## src/include/ufs_pkg.sv

```systemverilog
// Purpose: shared constants and types for the serial flag status block
// Assumes: 32-bit classic Wishbone register access, byte addressing
// Notes: flag, interrupt status and mask registers share the bit 7:3 layout
`default_nettype none

package ufs_pkg;

  localparam int unsigned ADR_W = 8;
  localparam int unsigned DAT_W = 32;

  // register byte offsets
  localparam logic [ADR_W-1:0] FLAG_OFS = 8'h18;
  localparam logic [ADR_W-1:0] INT_STATUS_OFS = 8'h40;
  localparam logic [ADR_W-1:0] INT_MASK_OFS = 8'h44;

  // field positions inside the flag word
  localparam int unsigned TX_EMPTY_BIT = 7;
  localparam int unsigned RX_FULL_BIT = 6;
  localparam int unsigned TX_FULL_BIT = 5;
  localparam int unsigned RX_EMPTY_BIT = 4;
  localparam int unsigned BUSY_BIT = 3;
  localparam int unsigned FLAG_LSB = 3;
  localparam int unsigned FLAG_W = 5;

  // reset values
  localparam logic [DAT_W-1:0] FLAG_RESET = 32'h0000_0090;
  localparam logic [FLAG_W-1:0] FLAG_FIELD_RESET = 5'h12;
  localparam logic [FLAG_W-1:0] INT_STATUS_RESET = 5'h00;
  localparam logic [FLAG_W-1:0] INT_MASK_RESET = 5'h00;

  // order matches bits 7:3 of the flag word
  typedef struct packed {
    logic txEmpty;
    logic rxFull;
    logic txFull;
    logic rxEmpty;
    logic busy;
  } ufs_flags_t;

  // occupancy reported by the fifos and holding registers
  typedef struct packed {
    logic txFifoEmpty;
    logic txFifoFull;
    logic txHoldFull;
    logic rxFifoEmpty;
    logic rxFifoFull;
    logic rxHoldFull;
  } ufs_occ_t;

  function automatic logic [DAT_W-1:0] ufs_place_field(input logic [FLAG_W-1:0] field);
    ufs_place_field = {{(DAT_W-FLAG_W-FLAG_LSB){1'b0}}, field, {FLAG_LSB{1'b0}}};
  endfunction

endpackage

`default_nettype wire

```

## src/logic/uart_flag_status_logic.sv

```systemverilog
// Purpose: serial transceiver flag register with sticky flag-change interrupts
// Assumes: classic Wishbone slave; occupancy and shiftDone on the same clock
// Notes:
// Notes on behaviour
// - holding-register mode: transmit-empty set while transmit holding register is vacant.
// - fifo mode: transmit-empty set while the transmit fifo has no entries.
// - receive-full follows holding register occupied, or receive fifo full.
// - transmit-full follows holding register occupied, or transmit fifo full.
// - receive-empty follows holding register vacant, or receive fifo empty.
// - busy stays set until the shift engine finishes the character and stop bits.
// - busy sets as soon as transmit data is queued, even with port disabled.
// - after reset both empty flags read 1, other flags and reserved bits 0.
// - flag register is read-only; bits 2:0 and 31:8 read as zero.
//
// The register offsets and the Wishbone slave port were left to the implementer.
`timescale 1ns/1ps
`default_nettype none

module uart_flag_status_logic (
  input wire logic clk,
  input wire logic rst_n,
  input wire logic wb_cyc_i,
  input wire logic wb_stb_i,
  input wire logic wb_we_i,
  input wire logic [ufs_pkg::ADR_W-1:0] wb_adr_i,
  input wire logic [3:0] wb_sel_i,
  input wire logic [ufs_pkg::DAT_W-1:0] wb_dat_i,
  output logic [ufs_pkg::DAT_W-1:0] wb_dat_o,
  output logic wb_ack_o,
  input wire ufs_pkg::ufs_occ_t occ,
  input wire logic fifoModeEnable,
  input wire logic shiftDone,
  output logic irq
);

  ufs_pkg::ufs_flags_t flags;
  ufs_pkg::ufs_flags_t prevFlags;
  ufs_pkg::ufs_flags_t next_prevFlags;
  logic busyHold;
  logic next_busyHold;
  logic txNotEmpty;
  logic [ufs_pkg::FLAG_W-1:0] intStatus;
  logic [ufs_pkg::FLAG_W-1:0] next_intStatus;
  logic [ufs_pkg::FLAG_W-1:0] intMask;
  logic [ufs_pkg::FLAG_W-1:0] next_intMask;
  logic [ufs_pkg::FLAG_W-1:0] events;
  logic [ufs_pkg::FLAG_W-1:0] clearBits;
  logic [ufs_pkg::DAT_W-1:0] next_datOut;
  logic next_ack;
  logic next_irq;
  logic access;
  logic writeLow;

  ufs_flag_select u_select (
    .occ(occ),
    .fifoModeEnable(fifoModeEnable),
    .busyHold(busyHold),
    .flags(flags)
  );

  // busy keeper: once a character is queued, hold busy until the shift
  // engine reports the last stop bit gone; a fresh character re-arms it
  always_comb begin
    txNotEmpty = fifoModeEnable ? !occ.txFifoEmpty : occ.txHoldFull;
    next_busyHold = busyHold;
    if (txNotEmpty) begin
      next_busyHold = 1'b1;
    end else if (shiftDone) begin
      next_busyHold = 1'b0;
    end
  end

  always_ff @(posedge clk or negedge rst_n) begin
    if (!rst_n) begin
      busyHold <= 1'b0;
    end else begin
      busyHold <= next_busyHold;
    end
  end

  // events: a rising empty/full flag, or busy falling (transmit finished)
  always_comb begin
    next_prevFlags = flags;
    events = {flags.txEmpty & ~prevFlags.txEmpty,
              flags.rxFull & ~prevFlags.rxFull,
              flags.txFull & ~prevFlags.txFull,
              flags.rxEmpty & ~prevFlags.rxEmpty,
              prevFlags.busy & ~flags.busy};
  end

  always_ff @(posedge clk or negedge rst_n) begin
    if (!rst_n) begin
      prevFlags <= ufs_pkg::FLAG_FIELD_RESET;
    end else begin
      prevFlags <= next_prevFlags;
    end
  end

  // bus slave: one wait state, ack for one cycle, then dropped
  always_comb begin
    access = wb_cyc_i & wb_stb_i & ~wb_ack_o;
    writeLow = access & wb_we_i & wb_sel_i[0];
    next_ack = access;
    clearBits = '0;
    next_intMask = intMask;
    if (writeLow && wb_adr_i == ufs_pkg::INT_STATUS_OFS) begin
      clearBits = wb_dat_i[ufs_pkg::FLAG_LSB +: ufs_pkg::FLAG_W];
    end
    if (writeLow && wb_adr_i == ufs_pkg::INT_MASK_OFS) begin
      next_intMask = wb_dat_i[ufs_pkg::FLAG_LSB +: ufs_pkg::FLAG_W];
    end
    // a new event in the clearing cycle survives the write of one
    next_intStatus = (intStatus & ~clearBits) | events;
    next_irq = |(next_intStatus & next_intMask);
    next_datOut = wb_dat_o;
    if (access && !wb_we_i) begin
      unique case (wb_adr_i)
        ufs_pkg::FLAG_OFS: next_datOut = ufs_pkg::ufs_place_field(flags);
        ufs_pkg::INT_STATUS_OFS: next_datOut = ufs_pkg::ufs_place_field(intStatus);
        ufs_pkg::INT_MASK_OFS: next_datOut = ufs_pkg::ufs_place_field(intMask);
        default: next_datOut = '0;
      endcase
    end
  end

  // writes to the flag word are dropped: it has no storage to hit
  always_ff @(posedge clk or negedge rst_n) begin
    if (!rst_n) begin
      wb_ack_o <= 1'b0;
      wb_dat_o <= '0;
      intStatus <= ufs_pkg::INT_STATUS_RESET;
      intMask <= ufs_pkg::INT_MASK_RESET;
      irq <= 1'b0;
    end else begin
      wb_ack_o <= next_ack;
      wb_dat_o <= next_datOut;
      intStatus <= next_intStatus;
      intMask <= next_intMask;
      irq <= next_irq;
    end
  end

endmodule // uart_flag_status_logic

`default_nettype wire

```

## src/logic/ufs_flag_select.sv

```systemverilog
// Purpose: picks holding-register or fifo occupancy as the source of each flag
// Assumes: occupancy inputs come from logic on the same clock
// Notes: purely combinational so a read sees the occupancy of this very cycle
`timescale 1ns/1ps
`default_nettype none

module ufs_flag_select (
  input wire ufs_pkg::ufs_occ_t occ,
  input wire logic fifoModeEnable,
  input wire logic busyHold,
  output ufs_pkg::ufs_flags_t flags
);

  logic txNotEmpty;

  always_comb begin
    txNotEmpty = fifoModeEnable ? !occ.txFifoEmpty : occ.txHoldFull;
    flags.txEmpty = !txNotEmpty;
    flags.rxFull = fifoModeEnable ? occ.rxFifoFull : occ.rxHoldFull;
    flags.txFull = fifoModeEnable ? occ.txFifoFull : occ.txHoldFull;
    flags.rxEmpty = fifoModeEnable ? occ.rxFifoEmpty : !occ.rxHoldFull;
    // busy rises with the first queued character, enabled port or not
    flags.busy = txNotEmpty | busyHold;
  end

endmodule // ufs_flag_select

`default_nettype wire
```

## config.mk

```make
export PLATFORM = sky130hd
export DESIGN_NAME = uart_flag_status_logic
export DESIGN_NICKNAME = d
export VERILOG_FILES = /design/src/include/ufs_pkg.sv /design/src/logic/uart_flag_status_logic.sv /design/src/logic/ufs_flag_select.sv
export SDC_FILE = /design/constraint.sdc
export NUM_CORES = 1
export LEC_CHECK = 0
export ABC_CLOCK_PERIOD_IN_PS = 2500
export BUFFER_PORTS_ARGS = -buffer_cell sky130_fd_sc_hd__buf_2
export CAP_MARGIN = 20
export CORE_MARGIN = 8
export CORE_UTILIZATION = 30
export CTS_CLUSTER_SIZE = 40
export DETAILED_ROUTE_END_ITERATION = 8
export GPL_TIMING_DRIVEN = 0
export PLACE_DENSITY = 0.63
export SLEW_MARGIN = 10
export SYNTH_ARGS = -nofsm -noshare
export SYNTH_HDL_FRONTEND = slang
export SYNTH_HIERARCHICAL = 1
export SYNTH_SLANG_ARGS = --single-unit
```

## constraint.sdc

```tcl
create_clock -name clk -period 2.5 [get_ports clk]
set_input_delay 0.125 -clock clk [delete_from_list [all_inputs] [get_ports clk]]
set_output_delay 0.125 -clock clk [all_outputs]
set_load 0.005 [all_outputs]
```

; ---- After elaboration in Yosys (flattened, before gate mapping)
; Index checks and enable logic that the tools add are counted.
[word_totals]
ff_bits = 50
in_bits = 57
word_cells = 52
[classes]
n_eq_ne = 3
n_mux = 9
bitwise_logic = 20
reduce_logical = 9
[ops]
columns = op, n
row1 = 8-bit case mux with 3 select lines, 1
row2 = "8-bit by 7-bit equality test with 1-bit output, second input constant", 2
row3 = 5-bit AND, 2
row4 = 5-bit two-way mux, 2
row5 = 1-bit AND, 9
row6 = "8-bit by 5-bit equality test with 1-bit output, second input constant", 1
row7 = 1-bit two-way mux, 6
row8 = 1-bit NOT, 6
row9 = 5-bit NOT, 1
row10 = 5-bit bitwise OR, 1
row11 = 5-bit OR reduction, 1
row12 = 1-bit logical NOT, 4
row13 = 1-bit logical AND, 3
row14 = 2-bit nonzero test, 1
row15 = 1-bit bitwise OR, 1

; ---- Logic depth before layout (Yosys ltp)
; Gate-level depths: netlist (run 1).
[depth]
depth_word = 11
depth_mapped = 6
mapped_depth_nobuf = 6

; ---- Hierarchy
; Netlist (run 1), hierarchy kept.
[modules_own_cells]
columns = mod, instances, cells_per_inst, area_each_um2, seq_area_each_um2
row1 = uart_flag_status_logic, 1, 119, 1253.7, 578.1
row2 = ufs_flag_select, 1, 9, 53.8, 0.0

; ---- Worst setup path before layout (run 1)
; Ideal clock, no wire load.
[synth_path]
path_kind = input -> register
start = input wb_adr_i[5] (netlist bit)
end = register irq
setup_time_ns = 0.133
arrival_ns = 1.801
path_slack_ns = 0.565
cell_stages = 6
path_buffers = 1
path_cell_list = or4_4 buf_6 or4_4 a221o_1 a22oi_2 nand4_1
[synth_between]
elab_chain_cells = 8
[synth_lines]
columns = element, line
row1 = from (decl), uart_flag_status_logic.sv:25  ; input wire logic [ufs_pkg::ADR_W-1:0] wb_adr_i,
row2 = 8-bit by 7-bit equality test with 1-bit output, uart_flag_status_logic.sv:106  ; if (writeLow && wb_adr_i == ufs_pkg::INT_STATUS_OFS) begin
row3 = 1-bit logical AND, uart_flag_status_logic.sv:106
row4 = 5-bit two-way mux, uart_flag_status_logic.sv:106
row5 = 5-bit NOT, uart_flag_status_logic.sv:113  ; next_intStatus = (intStatus & ~clearBits) | events;
row6 = 5-bit AND, uart_flag_status_logic.sv:113
row7 = 5-bit bitwise OR, uart_flag_status_logic.sv:113
row8 = "named net next_intStatus, one bit", uart_flag_status_logic.sv:43  ; logic [ufs_pkg::FLAG_W-1:0] next_intStatus;
row9 = 5-bit AND, uart_flag_status_logic.sv:114  ; next_irq = |(next_intStatus & next_intMask);
row10 = 5-bit OR reduction, uart_flag_status_logic.sv:114
row11 = named net next_irq, uart_flag_status_logic.sv:50  ; logic next_irq;
row12 = to (signal assigned), uart_flag_status_logic.sv:139  ; irq <= next_irq;
row13 = to (decl), uart_flag_status_logic.sv:33  ; output logic irq
; The timed path passes the listed nets, and every way through them passes these cells.
; A chain may end at the register's enable or synchronous reset.

; ---- Final worst setup path (run 1)
[layout_path]
start = register wb_ack_o
end = register irq
[layout_rtl]
columns = element, line
row1 = from (decl), uart_flag_status_logic.sv:29  ; output logic wb_ack_o,
row2 = from (signal assigned), uart_flag_status_logic.sv:135  ; wb_ack_o <= next_ack;
row3 = 1-bit NOT, uart_flag_status_logic.sv:101  ; access = wb_cyc_i & wb_stb_i & ~wb_ack_o;
row4 = 1-bit AND, uart_flag_status_logic.sv:101
row5 = 1-bit AND (2 in series), uart_flag_status_logic.sv:102  ; writeLow = access & wb_we_i & wb_sel_i[0];
row6 = 1-bit logical AND, uart_flag_status_logic.sv:109  ; if (writeLow && wb_adr_i == ufs_pkg::INT_MASK_OFS) begin
row7 = 5-bit two-way mux, uart_flag_status_logic.sv:109
row8 = "named net next_intMask, one bit", uart_flag_status_logic.sv:45  ; logic [ufs_pkg::FLAG_W-1:0] next_intMask;
row9 = 5-bit AND, uart_flag_status_logic.sv:114
row10 = 5-bit OR reduction, uart_flag_status_logic.sv:114
row11 = named net next_irq, uart_flag_status_logic.sv:50
; The timed path passes the listed nets, and every way through them passes these cells.

==> impl_metrics.py, run 1 <==
metrics = {
    "status": {
        "status": "finished, final reports clean",
    },
    "synth": {
        "synth_area_leader_cell": "dfrtp_1",
        "synth_top_area_share_pct": 40.19,
        "syn_avg_cell_area_um2": 10.21,
        "synth.top_cells.by_count": "27 x buf_4, 21 x dfrtp_1, 10 x nand2_1",
        "synthFlopType": "dfrtp_1",
        "yosysWarnings": 6,
        "ys_async_sr_fraction_pct": 100.0,
        "syn_inst": 128,
        "ys_seq_area_share_pct": 44.21,
        "yosysUniqueCellTypes": 34,
        "ys_top_cells_by_area": "dfrtp_1 40%, buf_4 16%, mux2_2 5.2%",
        "synth-seq-cells": 23,
        "synth_edf_count": 0,
        "synthMostInstantiatedCell": "buf_4",
        "netlist_area_um2": 1308,
    },
    "drt": {
        "vias": 987,
        "drt_wl_total_um": 2855,
        "via_per_inst": 4.045,
        "antenna_left": 0,
        "first_pass_iters": 4,
        "wl_per_cell_um": 11.70,
        "dr.first_iter.drc_count": 56,
        "drc": 0,
    },
    "setup_path": {
        "path_max_fanout": 5,
        "slowest_stage": "nor4_4",
        "ff2ff_setup_slack_ps": 490,
        "r2r-start": "wb_ack_o$_DFF_PN0_",
        "critical_path.cell_chain": "nand3b_1 > nor4_4 > mux2_2 > a22oi_2 > nand4_1",
        "startpoint_type": "flop",
        "critPathLaunch": "wb_ack_o$_DFF_PN0_",
        "critPathTopFamily": "simple AND/OR/NAND/NOR gates",
        "cpPeakStageDelay_ps": 530,
        "path_buf_inv": 0,
        "critPathRequiredTime_ps": 2640,
        "reg2regPathDepth": 5,
        "r2r-end": "irq$_DFF_PN0_",
        "critPathArrivalTime_ps": 2150,
        "end_kind": "flop",
        "crit_type": "flop to flop",
        "crit_cells": 5,
    },
    "die": {
        "row_count": 24,
        "die-area_um2": 6726,
        "core_um2": 4264,
        "fp.dieW_um": 82.02,
        "io_pins": 91,
        "die_h_um": 82.02,
        "start_util_pct": 30.66,
    },
    "finish": {
        "fillers": 451,
        "layout-drive-gt1-share_pct": 42.19,
        "fin_nets": 250,
        "n_antenna_cell": 0,
        "fin_cells": 244,
        "fin_util_pct": 39.67,
        "syn2layout_area_growth_pct": 29.38,
    },
    "sta": {
        "slew_viol_final": 0,
        "clock_skew_ps": 0.9287,
        "finalWorstSetupSlack_ps": 491.0,
        "min_period_ps": 2009,
        "timing.slew.headroom_pct": 66.43,
        "period_share_pct": 80.36,
        "max_freq_mhz": 497.8,
        "finalHoldViolations": 0,
        "setup_viol": 0,
        "worstMarginPinSlew_ps": 503.6,
        "tns_ps": 0,
        "rsz0062_at_grt": "no",
    },
    "grt": {
        "antenna_found_initial": 0,
        "grt.overflow.total": 0,
        "grt_pass1_vias": 1039,
        "grt_start_max_net_pins": 24,
        "grt_pass1_wl_um": 4809,
        "gr-usage-all-layers_pct": 9.007,
    },
    "clocking": {
        "cts_buffer_depth": 2,
        "htree_levels": 1,
        "cts_resized": 0,
        "root_buffer": "clkbuf_8",
        "path_clk_slew_ps": 80,
        "cts_buffers": 3,
        "cts_tree": "done",
        "clk_latency_ps": 260,
        "cts.sinks": 23,
    },
    "min_path": {
        "min_from": "shiftDone",
        "hold-path-endpoint": "busyHold$_DFFE_PN0P_",
        "hold_path_class": "input port to flop",
        "whs_path_depth": 2,
    },
    "place": {
        "pre_cts_ws_ps": 328.8,
        "place_congestion": 0.7114,
        "hpwl_um": 2424,
        "place_inst": 239,
        "port_buffers": 33,
    },
    "pwr": {
        "ir_drop_mv": 0.3224,
        "power_uw": 718.7,
        "leakage_nw": 0.8883,
        "power-per-cell-area_nw_per_um2": 424.9,
    },
    "job": {
        "drv_cap": 0,
    },
}
metrics by stage:
stage	hold slack, ps	cell area [µm²]
2_1_floorplan	-170.6	1405
3_3_place_gp	120.5	1635
3_5_place_dp	132.0	1635
4_1_cts	32.88	1692
5_1_grt	68.57	1692
6_report	40.17	1692
cell type report:
| type | instances | area [µm²] | share of cell area, % |
|---|---|---|---|
| buffer | 28 | 214.0 | 12.65 |
| clock buffer | 3 | 41.29 | 2.441 |
| clock inverter | 1 | 5.005 | 0.2959 |
| inverter | 6 | 22.52 | 1.331 |
| multi-input combinational | 97 | 590.6 | 34.91 |
| sequential | 23 | 578.1 | 34.17 |
| tap | 52 | 65.06 | 3.846 |
| timing repair buffer | 34 | 175.2 | 10.36 |
state kept, by name, summed over array words and instances, names as in the netlist:
register,count
irq,1
wb_ack_o,1
intMask,5
wb_dat_o,5
prevFlags,5
busyHold,1
intStatus,5
worst max path at each step:
stage / end / slack, ps
3_3_place_gp: irq$_DFF_PN0_ / 320
6_report: irq$_DFF_PN0_ / 490
5_1_grt: irq$_DFF_PN0_ / 370
3_5_place_dp: irq$_DFF_PN0_ / 330
2_1_floorplan: irq$_DFF_PN0_ / 570
4_1_cts: irq$_DFF_PN0_ / 470
placed cells by master, fill, tap and decap left out, types with 5 or more instances in the layout:
cell     netlist  layout
o21ai_0        6       6
inv_1          6       6
mux2_2         6       6
buf_4         27      27
nor2_1         5       5
dfrtp_1       21      21
buf_2          0      33
nand2_1       10      10
conb_1         1      27
timing repair:
action / 4_1_cts / 5_1_grt
setup endpoints to repair: 0 / 0
endpoints found under the hold margin: 21 / 0
hold buffers: 1 / 0
buffers inserted: 0 / 0
layer usage:
layer | share of wire (%) | up-vias | GRT usage, %
li1 | - | 523 | -
met1 | 42 | 422 | 10.65
met2 | 47 | 40 | 15.00
met3 | 11 | 2 | 3.829
met4 | 0.46 | 0 | 1.579
met5 | 0 | - | 0
power by group:
group / total (mW) / switching (mW) / internal, mW
Clock: 0.226 / 0.115 / 0.111
Combinational: 0.107 / 0.0513 / 0.0560
Sequential: 0.386 / 0.00283 / 0.383
Total: 0.719 / 0.169 / 0.550
logic make-up (layout without fill, tap and decap cells):
| kind of cell | after synthesis | in the layout | share of synthesized area [%] |
|---|---|---|---|
| AO/OA/AOI/OAI | 26 | 26 | 13.78 |
| buffers and inverters | 34 | 72 | 18.09 |
| flip-flops | 23 | 23 | 44.21 |
| multiplexers | 6 | 6 | 5.167 |
| other | 1 | 27 | 0.2868 |
| AND/OR/NAND/NOR | 38 | 38 | 18.47 |
No activity file was read; power rests on OpenSTA's default activity.
==> run 2: changes to the inputs <==
--- a/config.mk
+++ b/config.mk
@@ -5,7 +5,7 @@
 export SDC_FILE = /design/constraint.sdc
 export NUM_CORES = 1
 export LEC_CHECK = 0
-export ABC_CLOCK_PERIOD_IN_PS = 2500
+export ABC_CLOCK_PERIOD_IN_PS = 1930
 export BUFFER_PORTS_ARGS = -buffer_cell sky130_fd_sc_hd__buf_2
 export CAP_MARGIN = 20
 export CORE_MARGIN = 8
==> constraint.sdc (replaced) <==
create_clock -name clk -period 1.93 [get_ports clk]
set_input_delay 0.0965 -clock clk [delete_from_list [all_inputs] [get_ports clk]]
set_output_delay 0.0965 -clock clk [all_outputs]
set_load 0.005 [all_outputs]
==> run 2 against run 1 <==
Against the previous run: first-iteration DRC count decreased by 20%; critical path depth increased by 2; routed wire length increased by 1.1%; clock power increased by 29%; sequential share of layout area decreased by 0.86 points; register-to-register slack got worse by 460 ps; worst hold slack got worse by 27 ps; core utilization increased by 1.0 points; critical endpoint unchanged; largest power group unchanged.
==> impl_metrics.py, run 2 (synthesis results as in run 1) <==
metrics = {
    "job": {
        "drv_cap": 0,
    },
    "setup_path": {
        "crit_type": "input port to flop",
        "startpoint_type": "input port",
        "r2r-start": "wb_ack_o$_DFF_PN0_",
        "critPathArrivalTime_ps": 2050,
        "end_kind": "flop",
        "ff2ff_setup_slack_ps": 30,
        "critPathRequiredTime_ps": 2070,
        "reg2regPathDepth": 5,
        "path_max_fanout": 9,
        "r2r-end": "irq$_DFF_PN0_",
    },
    "sta": {
        "min_period_ps": 1911,
        "worstMarginPinSlew_ps": 503.8,
        "setup_viol": 0,
        "slew_viol_final": 0,
        "tns_ps": 0,
        "finalHoldViolations": 0,
        "timing.slew.headroom_pct": 66.41,
        "clock_skew_ps": 1.215,
        "max_freq_mhz": 523.2,
        "rsz0062_at_grt": "yes",
        "period_share_pct": 99.04,
    },
    "drt": {
        "drt_wl_total_um": 2887,
        "antenna_left": 0,
        "drc": 0,
        "first_pass_iters": 4,
        "vias": 1000,
        "wl_per_cell_um": 11.64,
        "via_per_inst": 4.032,
        "dr.first_iter.drc_count": 45,
    },
    "finish": {
        "fin_nets": 254,
        "fin_util_pct": 40.70,
        "n_antenna_cell": 0,
        "final_common_cell": "buf_2",
        "syn2layout_area_growth_pct": 32.73,
        "final_cell_mix": "33 x buf_2, 30 x buf_4, 27 x conb_1, 21 x dfrtp_1, 10 x nand2_1",
        "layout-drive-gt1-share_pct": 43.88,
    },
    "clocking": {
        "root_buffer": "clkbuf_8",
        "htree_levels": 1,
        "cts_buffers": 3,
        "cts_tree": "done",
        "path_clk_slew_ps": 80,
        "cts.sinks": 23,
        "cts_buffer_depth": 2,
        "clk_latency_ps": 260,
    },
    "min_path": {
        "whs_path_depth": 2,
        "min_from": "shiftDone",
        "hold_path_class": "input port to flop",
        "hold-path-endpoint": "busyHold$_DFFE_PN0P_",
    },
    "grt": {
        "grt_pass1_vias": 1056,
        "grt_pass1_wl_um": 4926,
        "antenna_found_initial": 0,
        "grt.overflow.total": 0,
        "grt_start_max_net_pins": 24,
        "gr-usage-all-layers_pct": 9.187,
    },
    "die": {
        "die-area_um2": 6726,
        "core_um2": 4264,
        "row_count": 24,
        "start_util_pct": 30.66,
        "die_h_um": 82.02,
        "fp.dieW_um": 82.02,
        "io_pins": 91,
    },
    "pwr": {
        "power-per-cell-area_nw_per_um2": 538.5,
        "ir_drop_mv": 0.4174,
        "power_uw": 934.5,
        "leakage_nw": 0.9098,
    },
    "status": {
        "status": "finished, final reports clean",
    },
    "place": {
        "hpwl_um": 2424,
        "place_congestion": 0.7114,
        "port_buffers": 33,
    },
}
## run 2: what timing repair did
action | CTS | global route
resized for setup | 1 | 2
hold endpoints to repair | 21 | 0
pin swaps | 3 | 3
buffers inserted | 4 | 0
setup endpoints to repair | 1 | 4
hold buffers | 1 | 0
## run 2: power by group
part           switching (mW)  internal (mW)
Sequential            0.00364          0.496
Clock                   0.148          0.144
Combinational          0.0680         0.0753
Total                   0.219          0.715
## run 2: how the worst max path moves through the flow
stage,startpoint,endpoint,cells past startpoint
5_1_grt,wb_ack_o$_DFF_PN0_,irq$_DFF_PN0_,5
2_1_floorplan,wb_adr_i[5],irq$_DFF_PN0_,6
4_1_cts,wb_adr_i[5],irq$_DFF_PN0_,7
3_3_place_gp,wb_adr_i[5],irq$_DFF_PN0_,7
6_report,wb_adr_i[5],irq$_DFF_PN0_,7
3_5_place_dp,wb_adr_i[5],irq$_DFF_PN0_,7
## run 2: cell type report
cell class	count	area, µm²
Tap cell	52	65.06
Buffer	28	214.0
Sequential cell	23	578.1
Clock inverter	1	5.005
Multi-Input combinational cell	97	600.6
Fill cell	444	2529
Inverter	6	22.52
Clock buffer	3	41.29
Timing Repair Buffer	38	209.0
## run 2: metrics by stage
stage / cell area [µm²] / cells / hold WS, ps / setup WS (ps)
final: 1735 / 248 / 13.14 / 18.58
after CTS: 1725 / 248 / 4.375 / -6.351
after global placement: 1635 / 239 / 92.05 / -217.3
after global routing: 1735 / 248 / 40.07 / -73.43
after detailed placement: 1635 / 239 / 103.5 / -212.7
after floorplan: 1405 / 154 / -199.1 / 23.94
## run 2: worst max-delay path: stages
cell and delay, ps:
buf_2 90, or4_4 520, buf_6 160, or4_4 550, a221o_1 340, a22oi_2 180, nand4_1 110
## run 2: routing by layer
metal	vias up	global-route usage (%)	wire length, µm
met5	-	0	0
met2	38	15.15	1355
met3	2	3.829	318
met4	0	1.579	13
met1	432	11.04	1199
li1	528	-	-
